### src/include/rmc_pkg.sv
// shared constants and types for the real mode control unit
package rmc_pkg;
	// ==========================================================
	// operating control word
	localparam int CW_W = 16;
	localparam logic [15:0] CW_RESET = 16'hfff0;
	localparam logic [11:0] CW_UPPER_ONES = 12'hfff;
	localparam int PE_BIT = 0;
	localparam int MP_BIT = 1;
	localparam int EM_BIT = 2;
	localparam int TS_BIT = 3;
	// ==========================================================
	// vector table
	localparam int VT_BASE_W = 24;
	localparam int VT_LIMIT_W = 16;
	localparam logic [23:0] VT_BASE_RESET = 24'h000000;
	localparam logic [15:0] VT_LIMIT_RESET = 16'h03ff;
	localparam logic [1:0] VT_ENTRY_LAST = 2'h3;
	localparam logic [5:0] VT_PAD = 6'h00;
	// ==========================================================
	// exception vectors
	localparam logic [7:0] VEC_COPROC_NA = 8'h07;
	localparam logic [7:0] VEC_TABLE_LIMIT = 8'h08;
	localparam logic [7:0] VEC_COPROC_OVERRUN = 8'h09;
	localparam logic [7:0] VEC_SEG_OVERRUN = 8'h0d;
	// ==========================================================
	// addressing
	localparam int ADDR_W = 20;
	localparam logic [3:0] SEG_LOW_ZERO = 4'h0;
	localparam logic [15:0] OFFSET_LAST = 16'hffff;
	localparam logic [16:0] OFFSET_SPAN = 17'h10000;
	localparam logic [15:0] SP_WRAP_ODD = 16'h0001;
	localparam logic [19:0] START_ADDR = 20'hffff0;
	// ==========================================================
	// shutdown release thresholds
	localparam logic [15:0] SHUT_MIN_LIMIT = 16'h000f;
	localparam logic [15:0] SHUT_MIN_SP = 16'h0005;
	typedef enum logic [1:0] {RMC_RUN, RMC_HALT, RMC_SHUT} rmc_state_t;
endpackage

### src/include/rmc_core_if.sv
// carrier between the control unit, fault classifier and address former
`timescale 1ns/1ps
interface rmc_core_if;
	import rmc_pkg::*;
	logic mp, em, ts;
	logic [15:0] limit;
	logic is_esc, is_sync, is_soft_int, is_stack_push, fetch_wrap;
	logic [7:0] soft_vec;
	logic mem_access, mem_word;
	logic [15:0] offset, selector, sp;
	logic [3:0] mem_len;
	logic fault_hit, ret_before, to_shut;
	logic [7:0] fault_vec;
	logic [19:0] phys;
	logic carry, bhe_n;
	modport top_mp(output mp, em, ts, limit, is_esc, is_sync, is_soft_int, is_stack_push, fetch_wrap,
		soft_vec, mem_access, mem_word, offset, selector, sp, mem_len,
		input fault_hit, ret_before, to_shut, fault_vec, phys, carry, bhe_n);
	modport fault_mp(input mp, em, ts, limit, is_esc, is_sync, is_soft_int, is_stack_push, fetch_wrap,
		soft_vec, mem_access, mem_word, offset, sp, mem_len, output fault_hit, ret_before, to_shut, fault_vec);
	modport addr_mp(input selector, offset, mem_word, output phys, carry, bhe_n);
endinterface

### src/hw/rmc_fault.sv
// classifies one instruction into the real mode addressing and coprocessor exceptions
`timescale 1ns/1ps
module rmc_fault (
	rmc_core_if.fault_mp bus
);
	import rmc_pkg::*;
	// ==========================================================
	// vector table reach
	function automatic logic in_table(input logic [7:0] vec, input logic [15:0] lim);
		in_table = ({VT_PAD, vec, VT_ENTRY_LAST} <= lim);
	endfunction
	wire esc_trap = bus.is_esc & (bus.em | bus.ts); //RULE_05
	wire cp_trap = esc_trap | (bus.is_sync & bus.mp & bus.ts); //RULE_03
	wire [16:0] esc_end = {1'b0, bus.offset} + {13'h0000, bus.mem_len}; //RULE_15
	wire esc_over = bus.is_esc & bus.mem_access & (esc_end > OFFSET_SPAN); //RULE_10
	wire seg_over = (bus.mem_access & bus.mem_word & (bus.offset == OFFSET_LAST)) | bus.fetch_wrap; //RULE_11
	wire lim_trap = bus.is_soft_int & ~in_table(bus.soft_vec, bus.limit); //RULE_09
	// odd stack pointer at one means the word push straddles the segment end
	wire stack_wrap = bus.is_stack_push & (bus.sp == SP_WRAP_ODD); //RULE_21
	wire [7:0] vec_sel = cp_trap ? VEC_COPROC_NA :
		seg_over ? VEC_SEG_OVERRUN :
		esc_over ? VEC_COPROC_OVERRUN : VEC_TABLE_LIMIT;
	wire needs_table = (vec_sel == VEC_TABLE_LIMIT) | (vec_sel == VEC_SEG_OVERRUN);
	assign bus.fault_hit = cp_trap | seg_over | esc_over | lim_trap | stack_wrap;
	assign bus.fault_vec = vec_sel;
	assign bus.ret_before = (vec_sel != VEC_COPROC_OVERRUN); //RULE_10
	assign bus.to_shut = stack_wrap | (needs_table & ~in_table(vec_sel, bus.limit)); //RULE_21
endmodule

### src/hw/rmc_addr.sv
// real mode physical address former
`timescale 1ns/1ps
module rmc_addr #(
	parameter int PHYS_W = 20
) (
	rmc_core_if.addr_mp bus
);
	import rmc_pkg::*;
	if (PHYS_W != ADDR_W) begin : g_check
		$error("rmc_addr serves only a 20 bit real mode address");
	end
	// ==========================================================
	// base on a 16 byte boundary plus offset; the carry is left for the upper lines
	wire [20:0] sum = {1'b0, bus.selector, SEG_LOW_ZERO} + {5'h00, bus.offset}; //RULE_14
	assign bus.phys = sum[19:0]; //RULE_12
	assign bus.carry = sum[20];
	assign bus.bhe_n = ~(bus.mem_word | sum[0]);
endmodule

### src/hw/rmc_top.sv
// real mode control word, halt, shutdown and addressing exception unit
//
// Contract
// RULE_01: reset loads control word with upper twelve bits set, low four clear.
// RULE_02: protection enable bit sets protected mode and clears only by reset.
// RULE_03: monitor bit lets synchronisation instructions raise exception 7.
// RULE_04: emulate bit makes every escape instruction raise exception 7.
// RULE_05: task switched bit makes the next coprocessor instruction raise exception 7.
// RULE_06: software should set monitor and task switched bits with stale coprocessor context.
// RULE_07: halt stops execution and bus; only nmi, enabled maskable request or reset wake.
// RULE_08: interrupt leaving halt returns to the instruction after the stop.
// RULE_09: software interrupt beyond table limit raises exception 8, return at fault.
// RULE_10: escape operand past offset ffff raises interrupt 9, return not at fault.
// RULE_11: word at offset ffff or fetch past segment end raises exception 13.
// RULE_12: real mode addresses one megabyte on twenty lines and byte high enable.
// RULE_13: system ignores the four upper address lines in real mode.
// RULE_14: segment base is selector shifted left by four bits.
// RULE_15: segments are 64K, readable, writable, executable; wrapping may trap.
// RULE_16: first fetch after reset is from physical address ffff0.
// RULE_17: system reserves addresses 00000 to 003ff for the vector table.
// RULE_18: addressing exceptions restore prior state except stack push and pop forms.
// RULE_19: vector table holds 24 bit base, 16 bit limit; reset zero and 03ff.
// RULE_20: halt and shutdown use a halt cycle; address bit 1 high means halt.
// RULE_21: shutdown on exception 8 or 13 outside limit, or odd stack wrap.
// RULE_22: nmi leaves shutdown only with limit at least 000f and sp above 0005.
`timescale 1ns/1ps
module rmc_top (
	input wire logic core_clk,
	input wire logic reset,
	input wire logic nmi_pin,
	input wire logic maskable_request,
	input wire logic maskable_request_enable,
	input wire logic ctl_load,
	input wire logic [rmc_pkg::CW_W-1:0] ctl_wdata,
	input wire logic vt_load,
	input wire logic [rmc_pkg::VT_BASE_W-1:0] vt_base_wdata,
	input wire logic [rmc_pkg::VT_LIMIT_W-1:0] vt_limit_wdata,
	input wire logic instr_valid,
	input wire logic instr_escape,
	input wire logic instr_sync,
	input wire logic instr_stop,
	input wire logic instr_soft_int,
	input wire logic [7:0] soft_int_vector,
	input wire logic instr_stack,
	input wire logic instr_stack_push,
	input wire logic fetch_wrap,
	input wire logic mem_access,
	input wire logic mem_word,
	input wire logic [15:0] mem_offset,
	input wire logic [3:0] mem_len,
	input wire logic [15:0] seg_selector,
	input wire logic [15:0] instr_ip,
	input wire logic [15:0] next_ip,
	input wire logic [15:0] stack_pointer,
	output logic [rmc_pkg::CW_W-1:0] operating_control_word,
	output logic protection_enable_bit,
	output logic [rmc_pkg::VT_BASE_W-1:0] vector_table_base,
	output logic [rmc_pkg::VT_LIMIT_W-1:0] vector_table_limit,
	output logic exc_valid,
	output logic [7:0] exc_vector,
	output logic [15:0] return_ip,
	output logic exc_restore,
	output logic wake_valid,
	output logic halted,
	output logic shutdown,
	output logic bus_idle,
	output logic halt_cycle,
	output logic halt_a1,
	output logic start_fetch,
	output logic [rmc_pkg::ADDR_W-1:0] phys_addr,
	output logic [3:0] upper_addr,
	output logic byte_high_enable_n
);
	import rmc_pkg::*;

	// ==========================================================
	// pin synchronisers
	logic nmi_meta_ff, nmi_sync_ff, nmi_prev_ff;
	logic mreq_meta_ff, mreq_sync_ff;
	always_ff @(posedge core_clk) begin
		nmi_meta_ff <= nmi_pin;
		nmi_sync_ff <= nmi_meta_ff;
		mreq_meta_ff <= maskable_request;
		mreq_sync_ff <= mreq_meta_ff;
	end
	always_ff @(posedge core_clk) begin
		if (reset) begin
			nmi_prev_ff <= 1'b0;
		end else begin
			nmi_prev_ff <= nmi_sync_ff;
		end
	end
	// nmi is edge triggered; the maskable request is a level
	wire nmi_rise = nmi_sync_ff & ~nmi_prev_ff;

	// ==========================================================
	// registers
	rmc_state_t state_ff, nxt_state;
	logic [15:0] ctl_word_ff, nxt_ctl_word;
	logic [23:0] vt_base_ff, nxt_vt_base;
	logic [15:0] vt_limit_ff, nxt_vt_limit;
	logic [15:0] halt_ip_ff, nxt_halt_ip;
	logic exc_valid_ff, nxt_exc_valid;
	logic [7:0] exc_vector_ff, nxt_exc_vector;
	logic [15:0] return_ip_ff, nxt_return_ip;
	logic exc_restore_ff, nxt_exc_restore;
	logic wake_valid_ff, nxt_wake_valid;
	logic halt_cycle_ff, nxt_halt_cycle;
	logic halt_a1_ff, nxt_halt_a1;
	logic halted_ff, shutdown_ff, bus_idle_ff;
	logic start_pend_ff, start_fetch_ff;
	logic [19:0] phys_ff, nxt_phys;
	logic [3:0] upper_ff;
	logic bhe_n_ff;

	// ==========================================================
	// helpers
	rmc_core_if core ();
	assign core.mp = ctl_word_ff[MP_BIT];
	assign core.em = ctl_word_ff[EM_BIT];
	assign core.ts = ctl_word_ff[TS_BIT];
	assign core.limit = vt_limit_ff;
	assign core.is_esc = instr_escape;
	assign core.is_sync = instr_sync;
	assign core.is_soft_int = instr_soft_int;
	assign core.is_stack_push = instr_stack_push;
	assign core.fetch_wrap = fetch_wrap;
	assign core.soft_vec = soft_int_vector;
	assign core.mem_access = mem_access;
	assign core.mem_word = mem_word;
	assign core.offset = mem_offset;
	assign core.selector = seg_selector;
	assign core.sp = stack_pointer;
	assign core.mem_len = mem_len;

	rmc_fault u_fault (
		.bus(core.fault_mp)
	);
	rmc_addr #(
		.PHYS_W(ADDR_W)
	) u_addr (
		.bus(core.addr_mp)
	);

	// ==========================================================
	// decode
	wire running = (state_ff == RMC_RUN);
	wire take = running & instr_valid & ~start_pend_ff;
	wire take_fault = take & core.fault_hit;
	wire take_shut = take_fault & core.to_shut;
	wire take_stop = take & ~core.fault_hit & instr_stop;
	wire halt_wake = (state_ff == RMC_HALT) & (nmi_rise | (mreq_sync_ff & maskable_request_enable)); //RULE_07
	wire shut_ok = (vt_limit_ff >= SHUT_MIN_LIMIT) & (stack_pointer > SHUT_MIN_SP);
	wire shut_wake = (state_ff == RMC_SHUT) & nmi_rise & shut_ok; //RULE_22
	// only the low four bits load; protection enable is or-ed in so it can never drop
	wire [15:0] ctl_loaded = {CW_UPPER_ONES, ctl_wdata[TS_BIT:MP_BIT], ctl_wdata[PE_BIT] | ctl_word_ff[PE_BIT]};

	// ==========================================================
	// next state
	always_comb begin
		nxt_state = state_ff;
		nxt_halt_ip = halt_ip_ff;
		nxt_exc_valid = 1'b0;
		nxt_exc_vector = exc_vector_ff;
		nxt_return_ip = return_ip_ff;
		nxt_exc_restore = exc_restore_ff;
		nxt_wake_valid = 1'b0;
		nxt_halt_cycle = 1'b0;
		nxt_halt_a1 = halt_a1_ff;
		case (state_ff)
			RMC_RUN: begin
				if (take_shut) begin
					nxt_state = RMC_SHUT; //RULE_21
					nxt_halt_cycle = 1'b1;
					nxt_halt_a1 = 1'b0; //RULE_20
				end else if (take_fault) begin
					nxt_exc_valid = 1'b1; //RULE_04
					nxt_exc_vector = core.fault_vec;
					nxt_return_ip = core.ret_before ? instr_ip : next_ip; //RULE_09
					// stack forms may already have moved the pointer
					nxt_exc_restore = core.ret_before & ~instr_stack; //RULE_18
				end else if (take_stop) begin
					nxt_state = RMC_HALT;
					nxt_halt_ip = next_ip;
					nxt_halt_cycle = 1'b1;
					nxt_halt_a1 = 1'b1; //RULE_20
				end
			end
			RMC_HALT: begin
				if (halt_wake) begin
					nxt_state = RMC_RUN;
					nxt_wake_valid = 1'b1;
					nxt_return_ip = halt_ip_ff; //RULE_08
				end
			end
			RMC_SHUT: begin
				if (shut_wake) begin
					nxt_state = RMC_RUN;
					nxt_wake_valid = 1'b1;
					nxt_return_ip = halt_ip_ff;
				end
			end
			default: begin
				nxt_state = RMC_RUN;
			end
		endcase
	end

	always_comb begin
		nxt_ctl_word = ctl_word_ff;
		if (ctl_load & running) begin
			nxt_ctl_word = ctl_loaded; //RULE_02
		end
	end

	always_comb begin
		nxt_vt_base = vt_base_ff;
		nxt_vt_limit = vt_limit_ff;
		if (vt_load & running) begin
			nxt_vt_base = vt_base_wdata; //RULE_19
			nxt_vt_limit = vt_limit_wdata;
		end
	end

	// the start address wins the address lines for the first cycle out of reset
	assign nxt_phys = start_pend_ff ? START_ADDR : core.phys; //RULE_16

	// ==========================================================
	// flops
	always_ff @(posedge core_clk) begin
		if (reset) begin
			state_ff <= RMC_RUN;
			ctl_word_ff <= CW_RESET; //RULE_01
			vt_base_ff <= VT_BASE_RESET; //RULE_19
			vt_limit_ff <= VT_LIMIT_RESET;
			halt_ip_ff <= 16'h0000;
		end else begin
			state_ff <= nxt_state;
			ctl_word_ff <= nxt_ctl_word;
			vt_base_ff <= nxt_vt_base;
			vt_limit_ff <= nxt_vt_limit;
			halt_ip_ff <= nxt_halt_ip;
		end
	end

	always_ff @(posedge core_clk) begin
		if (reset) begin
			exc_valid_ff <= 1'b0;
			exc_vector_ff <= 8'h00;
			return_ip_ff <= 16'h0000;
			exc_restore_ff <= 1'b0;
			wake_valid_ff <= 1'b0;
		end else begin
			exc_valid_ff <= nxt_exc_valid;
			exc_vector_ff <= nxt_exc_vector;
			return_ip_ff <= nxt_return_ip;
			exc_restore_ff <= nxt_exc_restore;
			wake_valid_ff <= nxt_wake_valid;
		end
	end

	always_ff @(posedge core_clk) begin
		if (reset) begin
			halt_cycle_ff <= 1'b0;
			halt_a1_ff <= 1'b0;
			halted_ff <= 1'b0;
			shutdown_ff <= 1'b0;
			bus_idle_ff <= 1'b1;
		end else begin
			halt_cycle_ff <= nxt_halt_cycle;
			halt_a1_ff <= nxt_halt_a1;
			halted_ff <= (nxt_state == RMC_HALT);
			shutdown_ff <= (nxt_state == RMC_SHUT);
			bus_idle_ff <= (nxt_state != RMC_RUN); //RULE_07
		end
	end

	always_ff @(posedge core_clk) begin
		if (reset) begin
			start_pend_ff <= 1'b1;
			start_fetch_ff <= 1'b0;
			phys_ff <= START_ADDR;
			upper_ff <= 4'h0;
			bhe_n_ff <= 1'b1;
		end else begin
			start_pend_ff <= 1'b0;
			start_fetch_ff <= start_pend_ff; //RULE_16
			phys_ff <= nxt_phys; //RULE_12
			// only the carry reaches the upper lines, so they can read nonzero
			upper_ff <= {3'h0, core.carry & ~start_pend_ff}; //RULE_13
			bhe_n_ff <= start_pend_ff | core.bhe_n;
		end
	end

	// ==========================================================
	// outputs
	assign operating_control_word = ctl_word_ff;
	assign protection_enable_bit = ctl_word_ff[PE_BIT];
	assign vector_table_base = vt_base_ff;
	assign vector_table_limit = vt_limit_ff;
	assign exc_valid = exc_valid_ff;
	assign exc_vector = exc_vector_ff;
	assign return_ip = return_ip_ff;
	assign exc_restore = exc_restore_ff;
	assign wake_valid = wake_valid_ff;
	assign halted = halted_ff;
	assign shutdown = shutdown_ff;
	assign bus_idle = bus_idle_ff;
	assign halt_cycle = halt_cycle_ff;
	assign halt_a1 = halt_a1_ff;
	assign start_fetch = start_fetch_ff;
	assign phys_addr = phys_ff;
	assign upper_addr = upper_ff;
	assign byte_high_enable_n = bhe_n_ff;

	// ==========================================================
	// checks
	AST_CW_RESET: assert property (@(posedge core_clk) reset |=> ctl_word_ff == CW_RESET) //RULE_01
		else $error("control word not fff0 after reset");
	AST_PE_STICKY: assert property (@(posedge core_clk) disable iff (reset) //RULE_02
		ctl_word_ff[PE_BIT] |=> ctl_word_ff[PE_BIT])
		else $error("protection enable dropped without reset");
	AST_SYNC_TRAP: assert property (@(posedge core_clk) disable iff (reset) //RULE_03
		(take & instr_sync & ~instr_escape & ctl_word_ff[MP_BIT] & ctl_word_ff[TS_BIT])
		|=> exc_valid_ff && exc_vector_ff == 8'h07)
		else $error("monitored sync did not trap to 7");
	AST_EMU_TRAP: assert property (@(posedge core_clk) disable iff (reset) //RULE_04
		(take & instr_escape & ctl_word_ff[EM_BIT]) |=> exc_valid_ff && exc_vector_ff == 8'h07)
		else $error("escape under emulation did not trap to 7");
	AST_TS_TRAP: assert property (@(posedge core_clk) disable iff (reset) //RULE_05
		(take & instr_escape & ctl_word_ff[TS_BIT]) |=> exc_valid_ff && exc_vector_ff == 8'h07)
		else $error("escape after task switch did not trap");
	AST_HALT_QUIET: assert property (@(posedge core_clk) disable iff (reset) //RULE_07
		(state_ff == RMC_HALT && !halt_wake) |=> bus_idle_ff && !exc_valid_ff && state_ff == RMC_HALT)
		else $error("halt left or bus used without wake");
	AST_WAKE_IP: assert property (@(posedge core_clk) disable iff (reset) //RULE_08
		halt_wake |=> wake_valid_ff && return_ip_ff == $past(halt_ip_ff))
		else $error("halt wake return address wrong");
	AST_LIMIT_TRAP: assert property (@(posedge core_clk) disable iff (reset) //RULE_09
		(take & instr_soft_int & ~core.to_shut & ~core.fault_vec[0] & ({soft_int_vector, 2'h3} > {2'h0, vt_limit_ff}))
		|=> exc_valid_ff && return_ip_ff == $past(instr_ip))
		else $error("vector beyond limit did not fault at instruction");
	AST_SEG_TRAP: assert property (@(posedge core_clk) disable iff (reset) //RULE_11
		(take & mem_access & mem_word & mem_offset == 16'hffff & ~core.to_shut & ~core.fault_vec[1])
		|=> exc_valid_ff && exc_vector_ff == 8'h0d)
		else $error("word at ffff did not raise 13");
	AST_HALT_A1: assert property (@(posedge core_clk) disable iff (reset) //RULE_20
		halt_cycle_ff |-> (halt_a1_ff == halted_ff) && (halted_ff != shutdown_ff))
		else $error("halt cycle address bit 1 wrong");
	AST_SHUT_HOLD: assert property (@(posedge core_clk) disable iff (reset) //RULE_22
		(state_ff == RMC_SHUT && !(nmi_rise && vt_limit_ff >= 16'h000f && stack_pointer > 16'h0005))
		|=> state_ff == RMC_SHUT)
		else $error("shutdown left without qualified nmi");
	AST_START: assert property (@(posedge core_clk) $fell(reset) |=> start_fetch_ff && phys_ff == 20'hffff0) //RULE_16
		else $error("first fetch not at ffff0");
endmodule

### config.mk
export PLATFORM = sky130hd
export DESIGN_NAME = rmc_top
export DESIGN_NICKNAME = d
export VERILOG_FILES = /design/src/include/rmc_pkg.sv /design/src/include/rmc_core_if.sv /design/src/hw/rmc_fault.sv /design/src/hw/rmc_addr.sv /design/src/hw/rmc_top.sv
export SDC_FILE = /design/constraint.sdc
export NUM_CORES = 1
export LEC_CHECK = 0
export ABC_AREA = 1
export BUFFER_PORTS_ARGS = -buffer_cell sky130_fd_sc_hd__buf_2
export CAP_MARGIN = 20
export CORE_ASPECT_RATIO = 1.2
export CORE_MARGIN = 3
export CORE_UTILIZATION = 52
export DETAILED_ROUTE_END_ITERATION = 7
export PLACE_DENSITY = 0.86
export SLEW_MARGIN = 0
export SYNTH_ARGS = -nofsm -noshare
export SYNTH_HDL_FRONTEND = slang
export SYNTH_SLANG_ARGS = --single-unit
### constraint.sdc
create_clock -name core_clk -period 5.8 [get_ports core_clk]
set_input_delay 0.58 -clock core_clk [delete_from_list [all_inputs] [get_ports core_clk]]
set_output_delay 0.58 -clock core_clk [all_outputs]
set_load 0.02 [all_outputs]
==> results.sh <==
export IMPL_synth_distinct_cells=45
export IMPL_synthToLayoutAreaGrowth_pct=27.8
export IMPL_clk_pin_slew_ns=0.05
export IMPL_ys_seq_elements=119
export IMPL_slew_headroom_pct=38.0
export IMPL_crit_slowest_cell="fa_1"
export IMPL_ant_nets=0
export IMPL_yosysWarningCount=0
export IMPL_initial_utilization_pct=54.4
export IMPL_cp_required_ns=6.08
export IMPL_core_um2=11800
export IMPL_postCtsSetupBuffers=0
export IMPL_vdd_drop_max_v=0.000185
export IMPL_cts_resized=0
export IMPL_setup_viol=0
export IMPL_ys_seq_area_share_pct=37.2
export IMPL_dp_hpwl_um=13300
export IMPL_port_buffers=248
export IMPL_core_rowCount=43
export IMPL_cts_hold_buffers=0
export IMPL_wire_per_inst_um=13.1
export IMPL_async_flop_share_pct=0
export IMPL_grtUsageTotal_pct=24.8
export IMPL_firstDrtPassIters=5
export IMPL_grt_max_degree=82
export IMPL_drt_first_iter_violations=351
export IMPL_grt_overflow_total=0
export IMPL_powerDensity_nw_per_um2=284
export IMPL_avgViaCountPerCell=4.98
export IMPL_grt_pass1_wl_um=27300
export IMPL_slowest_delay_ns=0.43
export IMPL_cts_sinks=119
export IMPL_crit_path_max_fanout=9
export IMPL_finalWirelength_um=17500
export IMPL_status="finished, final reports clean"
export IMPL_start_kind="primary input"
export IMPL_setup_tns_ns=0
export IMPL_hold_viol=0
export IMPL_drv_cap=0
export IMPL_clk_latency_ns=0.41
export IMPL_synth_flop_cell="dfxtp_1"
export IMPL_cp_arrival_ns=4.06
export IMPL_hp_start="maskable_request"
export IMPL_nNetsFinal=1364
export IMPL_io_pins=280
export IMPL_antenna_found_initial=3
export IMPL_slew_violations=0
export IMPL_drive_gt1_share_pct=26.3
export IMPL_dieArea_um2=13700
export IMPL_cp_startpoint="mem_offset[0]"
export IMPL_syn_area_per_cell_um2=6.89
export IMPL_routabilityCongestion=0.889
export IMPL_cts_root_buf="clkbuf_16"
export IMPL_skew_ns=0.00879
export IMPL_netlist_area_um2=6410
export IMPL_crit_type="in -> reg"
export IMPL_max_freq_ghz=0.264
export IMPL_die_w_um=107
export IMPL_worst_pin_slew_ns=0.930
export IMPL_cts_max_level=4
export IMPL_synth_cells=930
export IMPL_synth_edf_count=0
export IMPL_post_route_min_period_ns=3.78
export IMPL_first_global_vias=5951
export IMPL_crit_top_cell="nand2_1"
export IMPL_clockBufferDepth=2
export IMPL_rsz0062_at_grt="false"
export IMPL_die_h_um=128
export IMPL_min_path_type="in -> reg"
export IMPL_fin_hold_ws_ns=0.276
export IMPL_fin_crit_sh_pct=65.2
export IMPL_endpoint_kind="register"
export IMPL_leakagePower_uw=0.00438
export IMPL_cts_tree="built"
export IMPL_vias=6651
export IMPL_worstReg2RegStart="operating_control_word[1]"
export IMPL_cts_inserted_buffers=17
export IMPL_drc_errors=0
-- state kept, by name, summed over array words and instances (netlist names), 2 cells and up --
signal,count
exc_vector,4
halt_ip_ff,16
operating_control_word,4
phys_addr,20
return_ip,16
state_ff,2
vector_table_base,24
vector_table_limit,16
-- synth_stat cells, types with 3 or more instances --
cell	n	area share [%]
or2_2	4	0.39
o21ai_0	88	6.9
a21oi_1	48	3.7
nor3_1	7	0.55
o211ai_1	8	0.94
xnor2_1	3	0.41
buf_4	25	2.9
o21ai_1	13	1.0
xor2_1	4	0.55
nand2_1	179	10
nand3_2	3	0.47
dfxtp_1	119	37
nor4_1	5	0.49
nand3b_1	7	0.82
nand4_1	14	1.4
inv_1	130	7.6
nor2_1	135	7.9
nand3_1	39	3.0
ha_1	32	6.2
o21bai_1	4	0.47
clkbuf_1	22	1.3
nand2_2	8	0.78
-- placed cells by master, fill, tap and decap left out, types with 3 or more instances in the layout --
cell type,count
a21oi_1,48
buf_2,248
buf_4,4
clkbuf_16,17
clkinv_2,4
clkinv_4,3
clkinvlp_4,3
conb_1,19
dfxtp_1,119
ha_1,32
inv_1,130
inv_2,3
inv_6,3
nand2_1,179
nand2_2,8
nand3_1,39
nand3_2,3
nand3b_1,7
nand4_1,14
nor2_1,135
nor3_1,7
nor4_1,5
o211ai_1,8
o21ai_0,88
o21ai_1,13
o21bai_1,4
or2_2,4
xnor2_1,3
xor2_1,4
-- per-stage QoR --
step           util [%]  power, uW  instance area [um2]  instances  setup WS [ns]
2_1_floorplan         -       1200                 6470        947           2.25
3_3_place_gp       64.7       1330                 7630       1303           1.70
3_5_place_dp       64.7       1340                 7630       1303           1.62
4_1_cts            69.5       2340                 8190       1335           2.03
5_1_grt            69.5       2420                 8190       1336           1.65
6_report           69.5       2320                 8190       1336           2.02
-- metal layers --
layer	vias up	track usage, %	wire length [um]
met4	4	11.4	500
li1	3410	-	-
met2	266	43.1	8760
met3	48	5.96	1400
met5	-	0	23
met1	2923	28.7	6860
-- kinds of logic after synthesis --
kind of cell,Yosys count,synth area share (%)
flip-flops,119,37.2
XOR/XNOR,7,0.956
AO/OA/AOI/OAI,170,14.1
AND/OR/NAND/NOR,411,28.0
adder cells (fa/ha/maj),34,6.87
other,2,0.117
buffers and inverters,187,12.8
-- report_power, final --
group / total (uW) / internal, uW / switching (uW)
combinational: 431 / 156 / 275
clock: 997 / 602 / 395
sequential: 895 / 871 / 24.1
-- critical path, delay by kind of cell --
family / cells / cell delay [ns]
AND/OR/NAND/NOR: 17 / 1.95
adder cells (fa/ha/maj): 3 / 0.83
buffers and inverters: 4 / 0.42
AO/OA/AOI/OAI: 3 / 0.29
-- layout make-up --
cell class                      instances  area [um2]
Fill cell                            1043        3590
Clock buffer                           18         439
Clock inverter                         14         125
Multi-Input combinational cell        641        3270
Tap cell                              157         196
Sequential cell                       119        2380
Inverter                              134         503
Antenna cell                            1        2.50
Timing Repair Buffer                  252        1270
-- path summary, 6_finish.rpt --
check	slack [ns]	to	cells after the start
worst min register to register	0.32	mreq_sync_ff	0
worst max-delay path	2.02	exc_vector[3]	27
worst max register to register	2.49	exc_vector[3]	18
worst min-delay path	0.28	mreq_meta_ff	1
Power figures use the tool's default switching activity.
